File: config.mk
export PLATFORM = sky130hd
export DESIGN_NAME = vme_requester_arbiter
export DESIGN_NICKNAME = d
export VERILOG_FILES = /design/src/rtl/arb_pkg.sv /design/src/rtl/vme_requester_arbiter.sv
export SDC_FILE = /design/constraint.sdc
export NUM_CORES = 1
export LEC_CHECK = 0
export BUFFER_PORTS_ARGS = -buffer_cell sky130_fd_sc_hd__clkbuf_2
export CELL_PAD_IN_SITES_DETAIL_PLACEMENT = 1
export CELL_PAD_IN_SITES_GLOBAL_PLACEMENT = 1
export CORE_ASPECT_RATIO = 0.6
export CORE_UTILIZATION = 39
export CTS_CLUSTER_DIAMETER = 50
export CTS_CLUSTER_SIZE = 8
export DETAILED_ROUTE_END_ITERATION = 10
export GPL_ROUTABILITY_DRIVEN = 0
export PLACE_DENSITY_LB_ADDON = 0.15
export SLEW_MARGIN = 20
export SYNTH_ARGS = -nofsm -noshare
export SYNTH_HDL_FRONTEND = slang
export SYNTH_SLANG_ARGS = --single-unit
export TNS_END_PERCENT = 5
File: constraint.sdc
create_clock -name core_clk_i -period 4.9 [get_ports core_clk_i]
set_input_delay 0.49 -clock core_clk_i [delete_from_list [all_inputs] [get_ports core_clk_i]]
set_output_delay 0.49 -clock core_clk_i [all_outputs]
set_load 0.03 [all_outputs]
File: src/rtl/arb_pkg.sv
package arb_pkg;

    // ----------------------------------------
    // Clock rates
    // ----------------------------------------
    localparam int CORE_MHZ = 250;
    localparam int SYSCLK_MHZ = 16;
    localparam int CLK10_MHZ = 10;
    // Oscillator tolerance in ppm, inherited from the core clock source
    localparam int OSC_PPM = 100;
    localparam logic [8:0] ACC_MOD = 9'(CORE_MHZ);
    localparam logic [8:0] SYSCLK_STEP = 9'(2 * SYSCLK_MHZ);
    localparam logic [8:0] CLK10_STEP = 9'(2 * CLK10_MHZ);
    localparam logic [8:0] ACC_RST = 9'h000;

    // ----------------------------------------
    // Widths and reset values
    // ----------------------------------------
    localparam int LEVELS = 4;
    localparam int MODID_W = 13;
    localparam int DATA_W = 32;
    localparam logic [MODID_W-1:0] MODID_RST = 13'h0000;
    localparam logic [LEVELS-1:0] GRANT_NONE = 4'h0;
    localparam logic [DATA_W-1:0] DATA_RST = 32'h0000_0000;

    // ----------------------------------------
    // Transfer size codes
    // ----------------------------------------
    localparam logic [1:0] SIZE_8 = 2'h0;
    localparam logic [1:0] SIZE_16 = 2'h1;
    localparam logic [1:0] SIZE_32 = 2'h2;

    typedef enum logic [1:0] {
        ARB_IDLE = 2'b00,
        ARB_GRANT = 2'b01,
        ARB_BUSY = 2'b10
    } arb_state_t;

    typedef enum logic [1:0] {
        REQ_IDLE = 2'b00,
        REQ_WAIT = 2'b01,
        REQ_CLAIM = 2'b10,
        REQ_OWN = 2'b11
    } req_state_t;

    typedef enum logic [1:0] {
        XF_IDLE = 2'b00,
        XF_STROBE = 2'b01,
        XF_RELEASE = 2'b10
    } xfer_state_t;

endpackage

File: src/rtl/vme_requester_arbiter.sv
`timescale 1ns/10ps
`default_nettype none

// Functional notes
// RULE1: Slot 0 drives 16 MHz system clock
// RULE2: Grant highest of four pending request levels
// RULE3: Arbiter grants only in Slot 0 role
// RULE4: CLK10 from internal 10 MHz or external
// RULE5: Module-id register drives and reads lines
// RULE6: 32-bit data path, direction by read/write
// RULE7: Strobes frame transfer; acknowledge or error ends
// RULE8: Request bus on mapped remote address
// RULE9: Hold bus request until granted
// RULE10: Controller grants the highest requester
// RULE11: Claim busy first, then drop request
// RULE12: Lock bit keeps ownership across transfers
// RULE13: Remote master sets and clears lock
// RULE14: Unlocked and idle releases bus busy
module vme_requester_arbiter (
    // Clock and reset
    input wire logic core_clk_i,
    input wire logic arst_n_i,
    // Configuration
    input wire logic slot0_i,
    input wire logic clk10_ext_sel_i,
    input wire logic [1:0] req_level_i,
    input wire logic lock_i,
    // Clock pins
    input wire logic external_clock_input_i,
    output logic sysclk_o,
    output logic clk10_o,
    // Arbitration pins
    input wire logic [3:0] br_n_i,
    output logic [3:0] br_n_o,
    output logic [3:0] br_oe_n_o,
    input wire logic [3:0] bgin_n_i,
    output logic [3:0] bgout_n_o,
    input wire logic bbsy_n_i,
    output logic bbsy_n_o,
    output logic bbsy_oe_n_o,
    // Remote access side
    input wire logic map_hit_i,
    input wire logic xfer_req_i,
    input wire logic xfer_write_i,
    input wire logic [1:0] xfer_size_i,
    input wire logic xfer_a0_i,
    input wire logic [31:0] xfer_wdata_i,
    output logic [31:0] xfer_rdata_o,
    output logic xfer_done_o,
    output logic xfer_err_o,
    output logic bus_owned_o,
    // Transfer pins
    output logic as_n_o,
    output logic ds1_n_o,
    output logic ds0_n_o,
    output logic lword_n_o,
    output logic write_n_o,
    output logic ctl_oe_n_o,
    input wire logic dtack_n_i,
    input wire logic berr_n_i,
    input wire logic [31:0] d_i,
    output logic [31:0] d_o,
    output logic d_oe_n_o,
    // Module identification
    input wire logic modid_we_i,
    input wire logic [12:0] modid_wdata_i,
    output logic [12:0] modid_rdata_o,
    input wire logic [12:0] modid_i,
    output logic [12:0] modid_o,
    output logic [12:0] modid_oe_n_o
);

    // ----------------------------------------
    // Clock synthesis
    // ----------------------------------------
    // Fractional accumulators: 250 MHz is no integer multiple of 16 MHz,
    // so edges jitter by one core cycle while the mean rate stays exact.
    logic [8:0] sys_acc_ff, nxt_sys_acc;
    logic [8:0] c10_acc_ff, nxt_c10_acc;
    logic sysclk_ff, nxt_sysclk;
    logic clk10_ff, nxt_clk10;

    always_comb
    begin
        nxt_sys_acc = sys_acc_ff + arb_pkg::SYSCLK_STEP;
        nxt_sysclk = sysclk_ff;
        if (nxt_sys_acc >= arb_pkg::ACC_MOD)
        begin
            nxt_sys_acc = nxt_sys_acc - arb_pkg::ACC_MOD; // see RULE1
            nxt_sysclk = ~sysclk_ff;
        end
        nxt_c10_acc = c10_acc_ff + arb_pkg::CLK10_STEP;
        nxt_clk10 = clk10_ff;
        if (nxt_c10_acc >= arb_pkg::ACC_MOD)
        begin
            nxt_c10_acc = nxt_c10_acc - arb_pkg::ACC_MOD; // see RULE4
            nxt_clk10 = ~clk10_ff;
        end
    end

    always_ff @(posedge core_clk_i or negedge arst_n_i)
    begin
        if (!arst_n_i)
        begin
            sys_acc_ff <= arb_pkg::ACC_RST;
            c10_acc_ff <= arb_pkg::ACC_RST;
            sysclk_ff <= 1'b0;
            clk10_ff <= 1'b0;
        end
        else
        begin
            sys_acc_ff <= nxt_sys_acc;
            c10_acc_ff <= nxt_c10_acc;
            sysclk_ff <= nxt_sysclk;
            clk10_ff <= nxt_clk10;
        end
    end

    assign sysclk_o = slot0_i & sysclk_ff; // see RULE1
    assign clk10_o = slot0_i & (clk10_ext_sel_i ? external_clock_input_i : clk10_ff); // see RULE4

    // ----------------------------------------
    // Priority arbiter
    // ----------------------------------------
    arb_pkg::arb_state_t arb_ff, nxt_arb;
    logic [3:0] grant_ff, nxt_grant;
    logic [3:0] pick;
    logic [3:0] req_act;

    assign req_act = ~br_n_i;

    always_comb
    begin
        pick = arb_pkg::GRANT_NONE;
        if (req_act[3])
            pick = 4'h8;
        else if (req_act[2])
            pick = 4'h4;
        else if (req_act[1])
            pick = 4'h2;
        else if (req_act[0])
            pick = 4'h1;
        nxt_arb = arb_ff;
        nxt_grant = grant_ff;
        case (arb_ff)
            arb_pkg::ARB_IDLE:
            begin
                if (slot0_i && bbsy_n_i && |req_act)
                begin
                    nxt_grant = pick; // see RULE2
                    nxt_arb = arb_pkg::ARB_GRANT;
                end
            end
            arb_pkg::ARB_GRANT:
            begin
                // Grant stands until someone claims busy or the granted level drops its request
                if (!bbsy_n_i || !(|(req_act & grant_ff)))
                begin
                    nxt_grant = arb_pkg::GRANT_NONE;
                    nxt_arb = bbsy_n_i ? arb_pkg::ARB_IDLE : arb_pkg::ARB_BUSY;
                end
            end
            arb_pkg::ARB_BUSY:
            begin
                if (bbsy_n_i)
                    nxt_arb = arb_pkg::ARB_IDLE;
            end
            default:
            begin
                nxt_arb = arb_pkg::ARB_IDLE;
                nxt_grant = arb_pkg::GRANT_NONE;
            end
        endcase
        if (!slot0_i)
        begin
            nxt_grant = arb_pkg::GRANT_NONE; // see RULE3
            nxt_arb = arb_pkg::ARB_IDLE;
        end
    end

    always_ff @(posedge core_clk_i or negedge arst_n_i)
    begin
        if (!arst_n_i)
        begin
            arb_ff <= arb_pkg::ARB_IDLE;
            grant_ff <= arb_pkg::GRANT_NONE;
        end
        else
        begin
            arb_ff <= nxt_arb;
            grant_ff <= nxt_grant;
        end
    end

    assign bgout_n_o = ~(grant_ff & {4{slot0_i}}); // see RULE3

    // ----------------------------------------
    // Requester and transfer engine
    // ----------------------------------------
    arb_pkg::req_state_t req_ff, nxt_req;
    arb_pkg::xfer_state_t xf_ff, nxt_xf;
    logic [1:0] lvl_ff, nxt_lvl;
    logic wr_ff, nxt_wr;
    logic [1:0] size_ff, nxt_size;
    logic a0_ff, nxt_a0;
    logic [31:0] wdata_ff, nxt_wdata;
    logic [31:0] rdata_ff, nxt_rdata;
    logic done_ff, nxt_done;
    logic err_ff, nxt_err;
    logic granted;
    logic xf_start;
    logic may_release;

    assign granted = ~bgin_n_i[lvl_ff];
    assign xf_start = (req_ff == arb_pkg::REQ_OWN) && (xf_ff == arb_pkg::XF_IDLE) && xfer_req_i;
    // Lock holds the bus even when no access is pending
    assign may_release = !lock_i && (xf_ff == arb_pkg::XF_IDLE) && !xfer_req_i && !map_hit_i;

    always_comb
    begin
        nxt_req = req_ff;
        nxt_lvl = lvl_ff;
        case (req_ff)
            arb_pkg::REQ_IDLE:
            begin
                if (map_hit_i)
                begin
                    nxt_lvl = req_level_i;
                    nxt_req = arb_pkg::REQ_WAIT; // see RULE8
                end
            end
            arb_pkg::REQ_WAIT:
            begin
                if (granted)
                    nxt_req = arb_pkg::REQ_CLAIM; // see RULE9
            end
            arb_pkg::REQ_CLAIM:
                nxt_req = arb_pkg::REQ_OWN; // see RULE11
            arb_pkg::REQ_OWN:
            begin
                if (may_release)
                    nxt_req = arb_pkg::REQ_IDLE; // see RULE12 see RULE14
            end
            default:
                nxt_req = arb_pkg::REQ_IDLE;
        endcase
    end

    always_comb
    begin
        nxt_xf = xf_ff;
        nxt_wr = wr_ff;
        nxt_size = size_ff;
        nxt_a0 = a0_ff;
        nxt_wdata = wdata_ff;
        nxt_rdata = rdata_ff;
        nxt_err = err_ff;
        nxt_done = 1'b0;
        case (xf_ff)
            arb_pkg::XF_IDLE:
            begin
                if (xf_start)
                begin
                    nxt_wr = xfer_write_i; // see RULE6
                    nxt_size = xfer_size_i;
                    nxt_a0 = xfer_a0_i;
                    nxt_wdata = xfer_wdata_i;
                    nxt_xf = arb_pkg::XF_STROBE;
                end
            end
            arb_pkg::XF_STROBE:
            begin
                if (!dtack_n_i || !berr_n_i)
                begin
                    nxt_err = !berr_n_i; // see RULE7
                    if (!wr_ff)
                        nxt_rdata = d_i;
                    nxt_xf = arb_pkg::XF_RELEASE;
                end
            end
            arb_pkg::XF_RELEASE:
            begin
                // Wait for the slave to lift its answer before the next cycle
                if (dtack_n_i && berr_n_i)
                begin
                    nxt_done = 1'b1;
                    nxt_xf = arb_pkg::XF_IDLE;
                end
            end
            default:
                nxt_xf = arb_pkg::XF_IDLE;
        endcase
    end

    always_ff @(posedge core_clk_i or negedge arst_n_i)
    begin
        if (!arst_n_i)
        begin
            req_ff <= arb_pkg::REQ_IDLE;
            xf_ff <= arb_pkg::XF_IDLE;
            lvl_ff <= 2'h0;
            wr_ff <= 1'b0;
            size_ff <= arb_pkg::SIZE_8;
            a0_ff <= 1'b0;
            wdata_ff <= arb_pkg::DATA_RST;
            rdata_ff <= arb_pkg::DATA_RST;
            done_ff <= 1'b0;
            err_ff <= 1'b0;
        end
        else
        begin
            req_ff <= nxt_req;
            xf_ff <= nxt_xf;
            lvl_ff <= nxt_lvl;
            wr_ff <= nxt_wr;
            size_ff <= nxt_size;
            a0_ff <= nxt_a0;
            wdata_ff <= nxt_wdata;
            rdata_ff <= nxt_rdata;
            done_ff <= nxt_done;
            err_ff <= nxt_err;
        end
    end

    logic strobe;
    assign strobe = (xf_ff == arb_pkg::XF_STROBE);

    assign br_n_o = 4'h0;
    assign br_oe_n_o = ~(((req_ff == arb_pkg::REQ_WAIT) || (req_ff == arb_pkg::REQ_CLAIM))
                         ? (4'h1 << lvl_ff) : 4'h0); // see RULE9 see RULE11
    assign bbsy_n_o = 1'b0;
    assign bbsy_oe_n_o = ~((req_ff == arb_pkg::REQ_CLAIM) || (req_ff == arb_pkg::REQ_OWN));
    assign bus_owned_o = (req_ff == arb_pkg::REQ_OWN);
    assign ctl_oe_n_o = ~bus_owned_o;
    assign as_n_o = ~strobe; // see RULE7
    assign ds1_n_o = ~(strobe && ((size_ff != arb_pkg::SIZE_8) || !a0_ff));
    assign ds0_n_o = ~(strobe && ((size_ff != arb_pkg::SIZE_8) || a0_ff));
    assign lword_n_o = ~(size_ff == arb_pkg::SIZE_32);
    assign write_n_o = ~wr_ff;
    assign d_o = wdata_ff;
    assign d_oe_n_o = ~(strobe && wr_ff); // see RULE6
    assign xfer_rdata_o = rdata_ff;
    assign xfer_done_o = done_ff;
    assign xfer_err_o = err_ff;

    // ----------------------------------------
    // Module identification
    // ----------------------------------------
    logic [12:0] modid_ff, nxt_modid;
    logic [12:0] modid_rd_ff, nxt_modid_rd;

    always_comb
    begin
        nxt_modid = modid_ff;
        if (modid_we_i && slot0_i)
            nxt_modid = modid_wdata_i; // see RULE5
        nxt_modid_rd = modid_i;
    end

    always_ff @(posedge core_clk_i or negedge arst_n_i)
    begin
        if (!arst_n_i)
        begin
            modid_ff <= arb_pkg::MODID_RST;
            modid_rd_ff <= arb_pkg::MODID_RST;
        end
        else
        begin
            modid_ff <= nxt_modid;
            modid_rd_ff <= nxt_modid_rd;
        end
    end

    // A set bit pulls its line low; pins stay released outside Slot 0
    assign modid_o = 13'h0000;
    assign modid_oe_n_o = ~(modid_ff & {13{slot0_i}}); // see RULE5
    assign modid_rdata_o = modid_rd_ff;
endmodule // vme_requester_arbiter

`default_nettype wire

Word-level counts from Yosys, hierarchy flattened
Index checks and enable logic that the tools add are counted.
- register bits after elaboration: 128
- input bits: 116
- output and inout port bits: 129
- logic and storage cells: 133
- add/sub/neg operators: 4
- magnitude comparators: 3
- equality and inequality tests: 18
- shift-type cells: 1
- multiplexer cells: 30
- bitwise gates (word level): 19
- reductions and logical operators: 40
- operators by type and width (operator ; number):
    $mux W2 ; 12
    $mux W4 ; 5
    $ge A9 B8 Y1 const B ; 2
    $mux W9 ; 2
    $sub A9 B8 Y9 const B ; 2
    $reduce_and A3 Y1 ; 5
    $and A13 B13 Y13 ; 1
    $not A13 Y13 ; 1
    $logic_and A1 B1 Y1 ; 12
    $not A4 Y4 ; 3
    $pmux W2 S3 ; 2
    $pmux W4 S3 ; 1
    $eq A2 B2 Y1 const B ; 5
    $ne A2 B2 Y1 const B ; 5
    $not A1 Y1 ; 10
    $add A9 B5 Y9 const B ; 1
    $add A9 B6 Y9 const B ; 1
    $ne A3 B3 Y1 const B ; 3
    $and A4 B4 Y4 ; 2
    $logic_not A1 Y1 ; 8
    $pmux W2 S4 ; 1
    $reduce_or A4 Y1 ; 2
    $eq A2 B1 Y1 const B ; 3
    $logic_not A2 Y1 ; 3
    other kinds (10) ; 23

Longest topological paths before layout
- depth in word-level cells: 8
- depth in mapped cells: 7
- gate-level depth less buffers: 7

Worst setup path before layout
Ideal clock, no wire load.
- path type: input -> output
- start point: input slot0_i
- end point: output clk10_o
- arrival time: 1483 ps
- required time: 4410 ps
- slack: 2927 ps
- stages: 3
- path buffers: 2
- path through: clkbuf_1 > clkbuf_1 > nor2b_1
- cells in the longest elaborated chain, start to end: 1
- RTL lines (what ; RTL line ; source):
    start, declared ; vme_requester_arbiter.sv:24 ; input wire logic slot0_i,
    $and A1 B1 Y1 ; vme_requester_arbiter.sv:120 ; assign clk10_o = slot0_i & (clk10_ext_sel_i ? external_clock_input_i : clk10_ff);
    end, declared ; vme_requester_arbiter.sv:31 ; output logic clk10_o,
Every way passes these cells.

Worst setup path in the final report
- start point: register req_ff[0]
- end point: output br_oe_n_o[0]
- cells in the longest elaborated chain, start to end: 4
- elaborated cells on any way between the ends: 5
- those cells by class: 2 x eq/ne; 1 x mux; 1 x bitwise; 1 x reduce/logical
- RTL lines (what ; RTL line ; source):
    start, declared ; vme_requester_arbiter.sv:200 ; arb_pkg::req_state_t req_ff, nxt_req;
    start signal, assigned ; vme_requester_arbiter.sv:299 ; req_ff <= arb_pkg::REQ_IDLE;
    start signal, assigned ; vme_requester_arbiter.sv:312 ; req_ff <= nxt_req;
    $eq A2 B1 Y1 / $eq A2 B2 Y1 (equally long branches) ; vme_requester_arbiter.sv:329 ; assign br_oe_n_o = ~(((req_ff == arb_pkg::REQ_WAIT) || (req_ff == arb_pkg::REQ_CLAIM))
    $logic_or A1 B1 Y1 * ; vme_requester_arbiter.sv:329 ;
    $mux W4 * ; vme_requester_arbiter.sv:330 ; ? (4'h1 << lvl_ff) : 4'h0);
    $not A4 Y4 * ; vme_requester_arbiter.sv:329 ;
    end, declared ; vme_requester_arbiter.sv:35 ; output logic [3:0] br_oe_n_o,
Mark *: on every way between the ends. The rest lies on a longest branch, timed or not.

==> results.md <==
- Area grow syn2layout: 34.8%
- Max-slew violations: 0
- Chip width: roughly 150 µm
- DRT iter0 DRCs: roughly 100
- Layout Nets: 777
- Syn Std Cell Area: ~5500 µm²
- Longest Clk Path Bufs: 2
- Primary FF master, synth: dfrtp_1
- Initial antenna violation count: 0
- Setup bufs post-CTS: 0
- Setup WS post-layout: around 2500 ps
- Die area: 14500 µm²
- Io pins: ~250
- Largest family of logic cells by synthesized area: multiplexers
- Max Cap Viol: 0
- Post-synthesis xor/xnor area fraction: 3.02%
- Clock-pin slew on the worst setup and hold paths: 60 ps
- Initial Utilization: 40.1%
- Adder-Cell Fraction of Synth Area: approximately 3.2%
- Post-DR wirelength/cell: 16.3 µm
- Async S/R FF share, synth: 100%
- CTS-repair resized insts: 0
- Worst Path Required: 4410 ps
- RSZ-0062 raised after global routing: no
- Global-route wire length before repair: 22200 µm
- Syn_area_per_cell: 13.3 µm²
- Pleak: 3.71 nW
- Fmax: 412 MHz
- Diodes inserted: 0
- CTS sink cnt: approximately 130
- Largest net degree at the start of global routing: 61
- Post-route ant nets: 0
- 1st-pass router iterations: 4
- Fin crit share: 49.5%
- Maximum VDD drop: between 0.0003 and 0.0004 V
- Hpwl dp: about 10000 µm
- CTS tree: yes
- Synth Warn #: 0
- Cell Pwr Density: 637 nW/µm²
- Most frequent cells in the layout: clkbuf_2 (225), dfrtp_1 (126), mux2_2 (76), nand2_1 (31), conb_1 (18)
- Total CTS buffers: 17
- Hold Crit Class: input port to asynchronous set/reset pin
- Crit start category: flip-flop
- Total track usage: about a fifth
- Hold Violations, Final: 0
- Worst skew pair latency: 410 ps
- Mapped Cells: between 400 and 500
- Clk_skew: 9.35 ps
- WP data arrival: 1940 ps
- Vias in the first global route: 4157
- Die Ht: approximately 94 µm
- Row count: 33
- Global-route congestion overflow total: 0
- # fillers: 1478
- Outcome: completed
- Core Area: 13700 µm²
- Slew headroom: 40.8%
- CP Capture Type: output port
- Flops & latches, synth: 126
- Worst-path maximum fanout: 5
- Most common cell after layout, fill and taps aside: clkbuf_2
- Max H-tree Level: 4
- Complex-gate fraction of the synthesized area: 4.41%
- Number of flops mapped to enable cells by yosys: 0
- Register area share after synthesis: 57.6%
- Worst slack at placement: 2900 ps
- Final setup viols: 0
- Multiplexer share of the synthesized area: 19.1%
- Setup TNS: 0 ps
- Kind of critical path: flip-flop to output port
- Hold buffers post-CTS: 0
- Netlist cell types: 52
- Via count: 3996
- Clk root buf: clkbuf_16
- Buffers on Ports: 226
- DR DRC count: 0
- WL final: 13900 µm
- Fraction of layout cells with a size suffix above 1: 53.2%
- Worst-margin pin slew: about 900 ps
- Post-synthesis simple-gate area fraction: 8.14%
- Vias per inst: 4.69
- Min cycle time layout: 2430 ps
## cell usage after synthesis (2+ instances only)
cell	count	area share (%)
a21oi_1	8	0.73
o21ai_2	2	0.32
nand2_1	31	2.1
mux2_2	76	16
dfrtp_1	126	58
mux2i_1	5	0.91
buf_4	18	2.5
nor2_1	16	1.1
nand4b_1	2	0.32
nand2b_1	2	0.23
clkbuf_1	3	0.21
inv_1	16	1.1
ha_1	14	3.2
nor2b_1	6	0.69
nand3_1	4	0.37
o21a_1	5	0.69
mux2_1	9	1.9
nor3b_1	4	0.55
buf_2	8	0.73
xor2_1	6	0.96
nand3b_1	4	0.55
o21ai_0	3	0.27
nor3_1	3	0.27
xnor2_1	11	1.8
nand4_1	2	0.23
## critical path, stage by stage, from the launching register on
cell and delay [ps]:
dfrtp_1 390, inv_1 110, ha_1 390, or3b_2 460
clkbuf_2 190
## registers in the layout, summed over array words and instances (netlist names)
register and count:
xfer_err_o 1, xfer_done_o 1, sys_acc_ff 8, d_o 32, c10_acc_ff 8, sysclk_ff 1
req_ff 2, arb_ff 2, xfer_rdata_o 32, size_ff 2, modid_ff 13, lvl_ff 2
clk10_ff 1, a0_ff 1, modid_rdata_o 13, xf_ff 2, grant_ff 4, wr_ff 1
## kinds of logic (layout without fill, tap and decap cells)
group,count (synthesis),count (layout)
and+or+nand+nor,84,84
muxes,92,92
DFF,126,126
buffers and inverters,45,277
other,1,18
adders and majority gates,14,14
xor gates and xnor gates,18,18
AOI/OAI and AO/OA,31,31
## per-layer routing
metal  up-vias  share of wire, %  track usage [%]
met3        11               6.8             6.60
met2       136                47             31.3
met5         -                 0                0
li1       1843                 -                -
met4         0              0.56             5.36
met1      2006                45             26.4
## layout make-up
| type | count | area, µm² | share of cell area [%] |
|---|---|---|---|
| Sequential cell | 126 | 3150 | 42.7 |
| Timing Repair Buffer | 229 | 1160 | 15.7 |
| Clock inverter | 13 | 189 | 2.56 |
| Clock buffer | 19 | 443 | 6.00 |
| Tap cell | 192 | 240 | 3.25 |
| Inverter | 16 | 60.1 | 0.814 |
| Multi-Input combinational cell | 257 | 2140 | 29.0 |
## path summary, 6_finish.rpt
check	startpoint	end	slack [ps]	cells past startpoint
max	req_ff[0]	br_oe_n_o[0]	2470	4
min	arst_n_i	d_o[27]	160	1
max reg2reg	req_ff[1]	d_o[28]	2930	3
min reg2reg	sysclk_ff	sysclk_ff	460	1
max in group asynchronous	arst_n_i	xfer_rdata_o[28]	3680	2
min in group core_clk_i	modid_i[3]	modid_rdata_o[3]	190	1
## per-stage QoR
stage	utilization, %	area, µm²	cells	power, mW	hold slack, ps
floorplan	-	5540	428	2.82	194
global placement	49.4	6750	820	3.32	458
detailed placement	49.4	6750	820	3.39	466
CTS	54.0	7380	852	4.76	168
global route	54.0	7380	852	4.94	163
finish	54.0	7380	852	4.70	157
## power by group
group	total [mW]	switching, mW	internal [mW]
Combinational	1.78	1.16	0.625
Clock	1.34	0.475	0.868
Sequential	1.58	0.194	1.38
Total	4.70	1.83	2.87
Power figures use the tool's default switching activity.
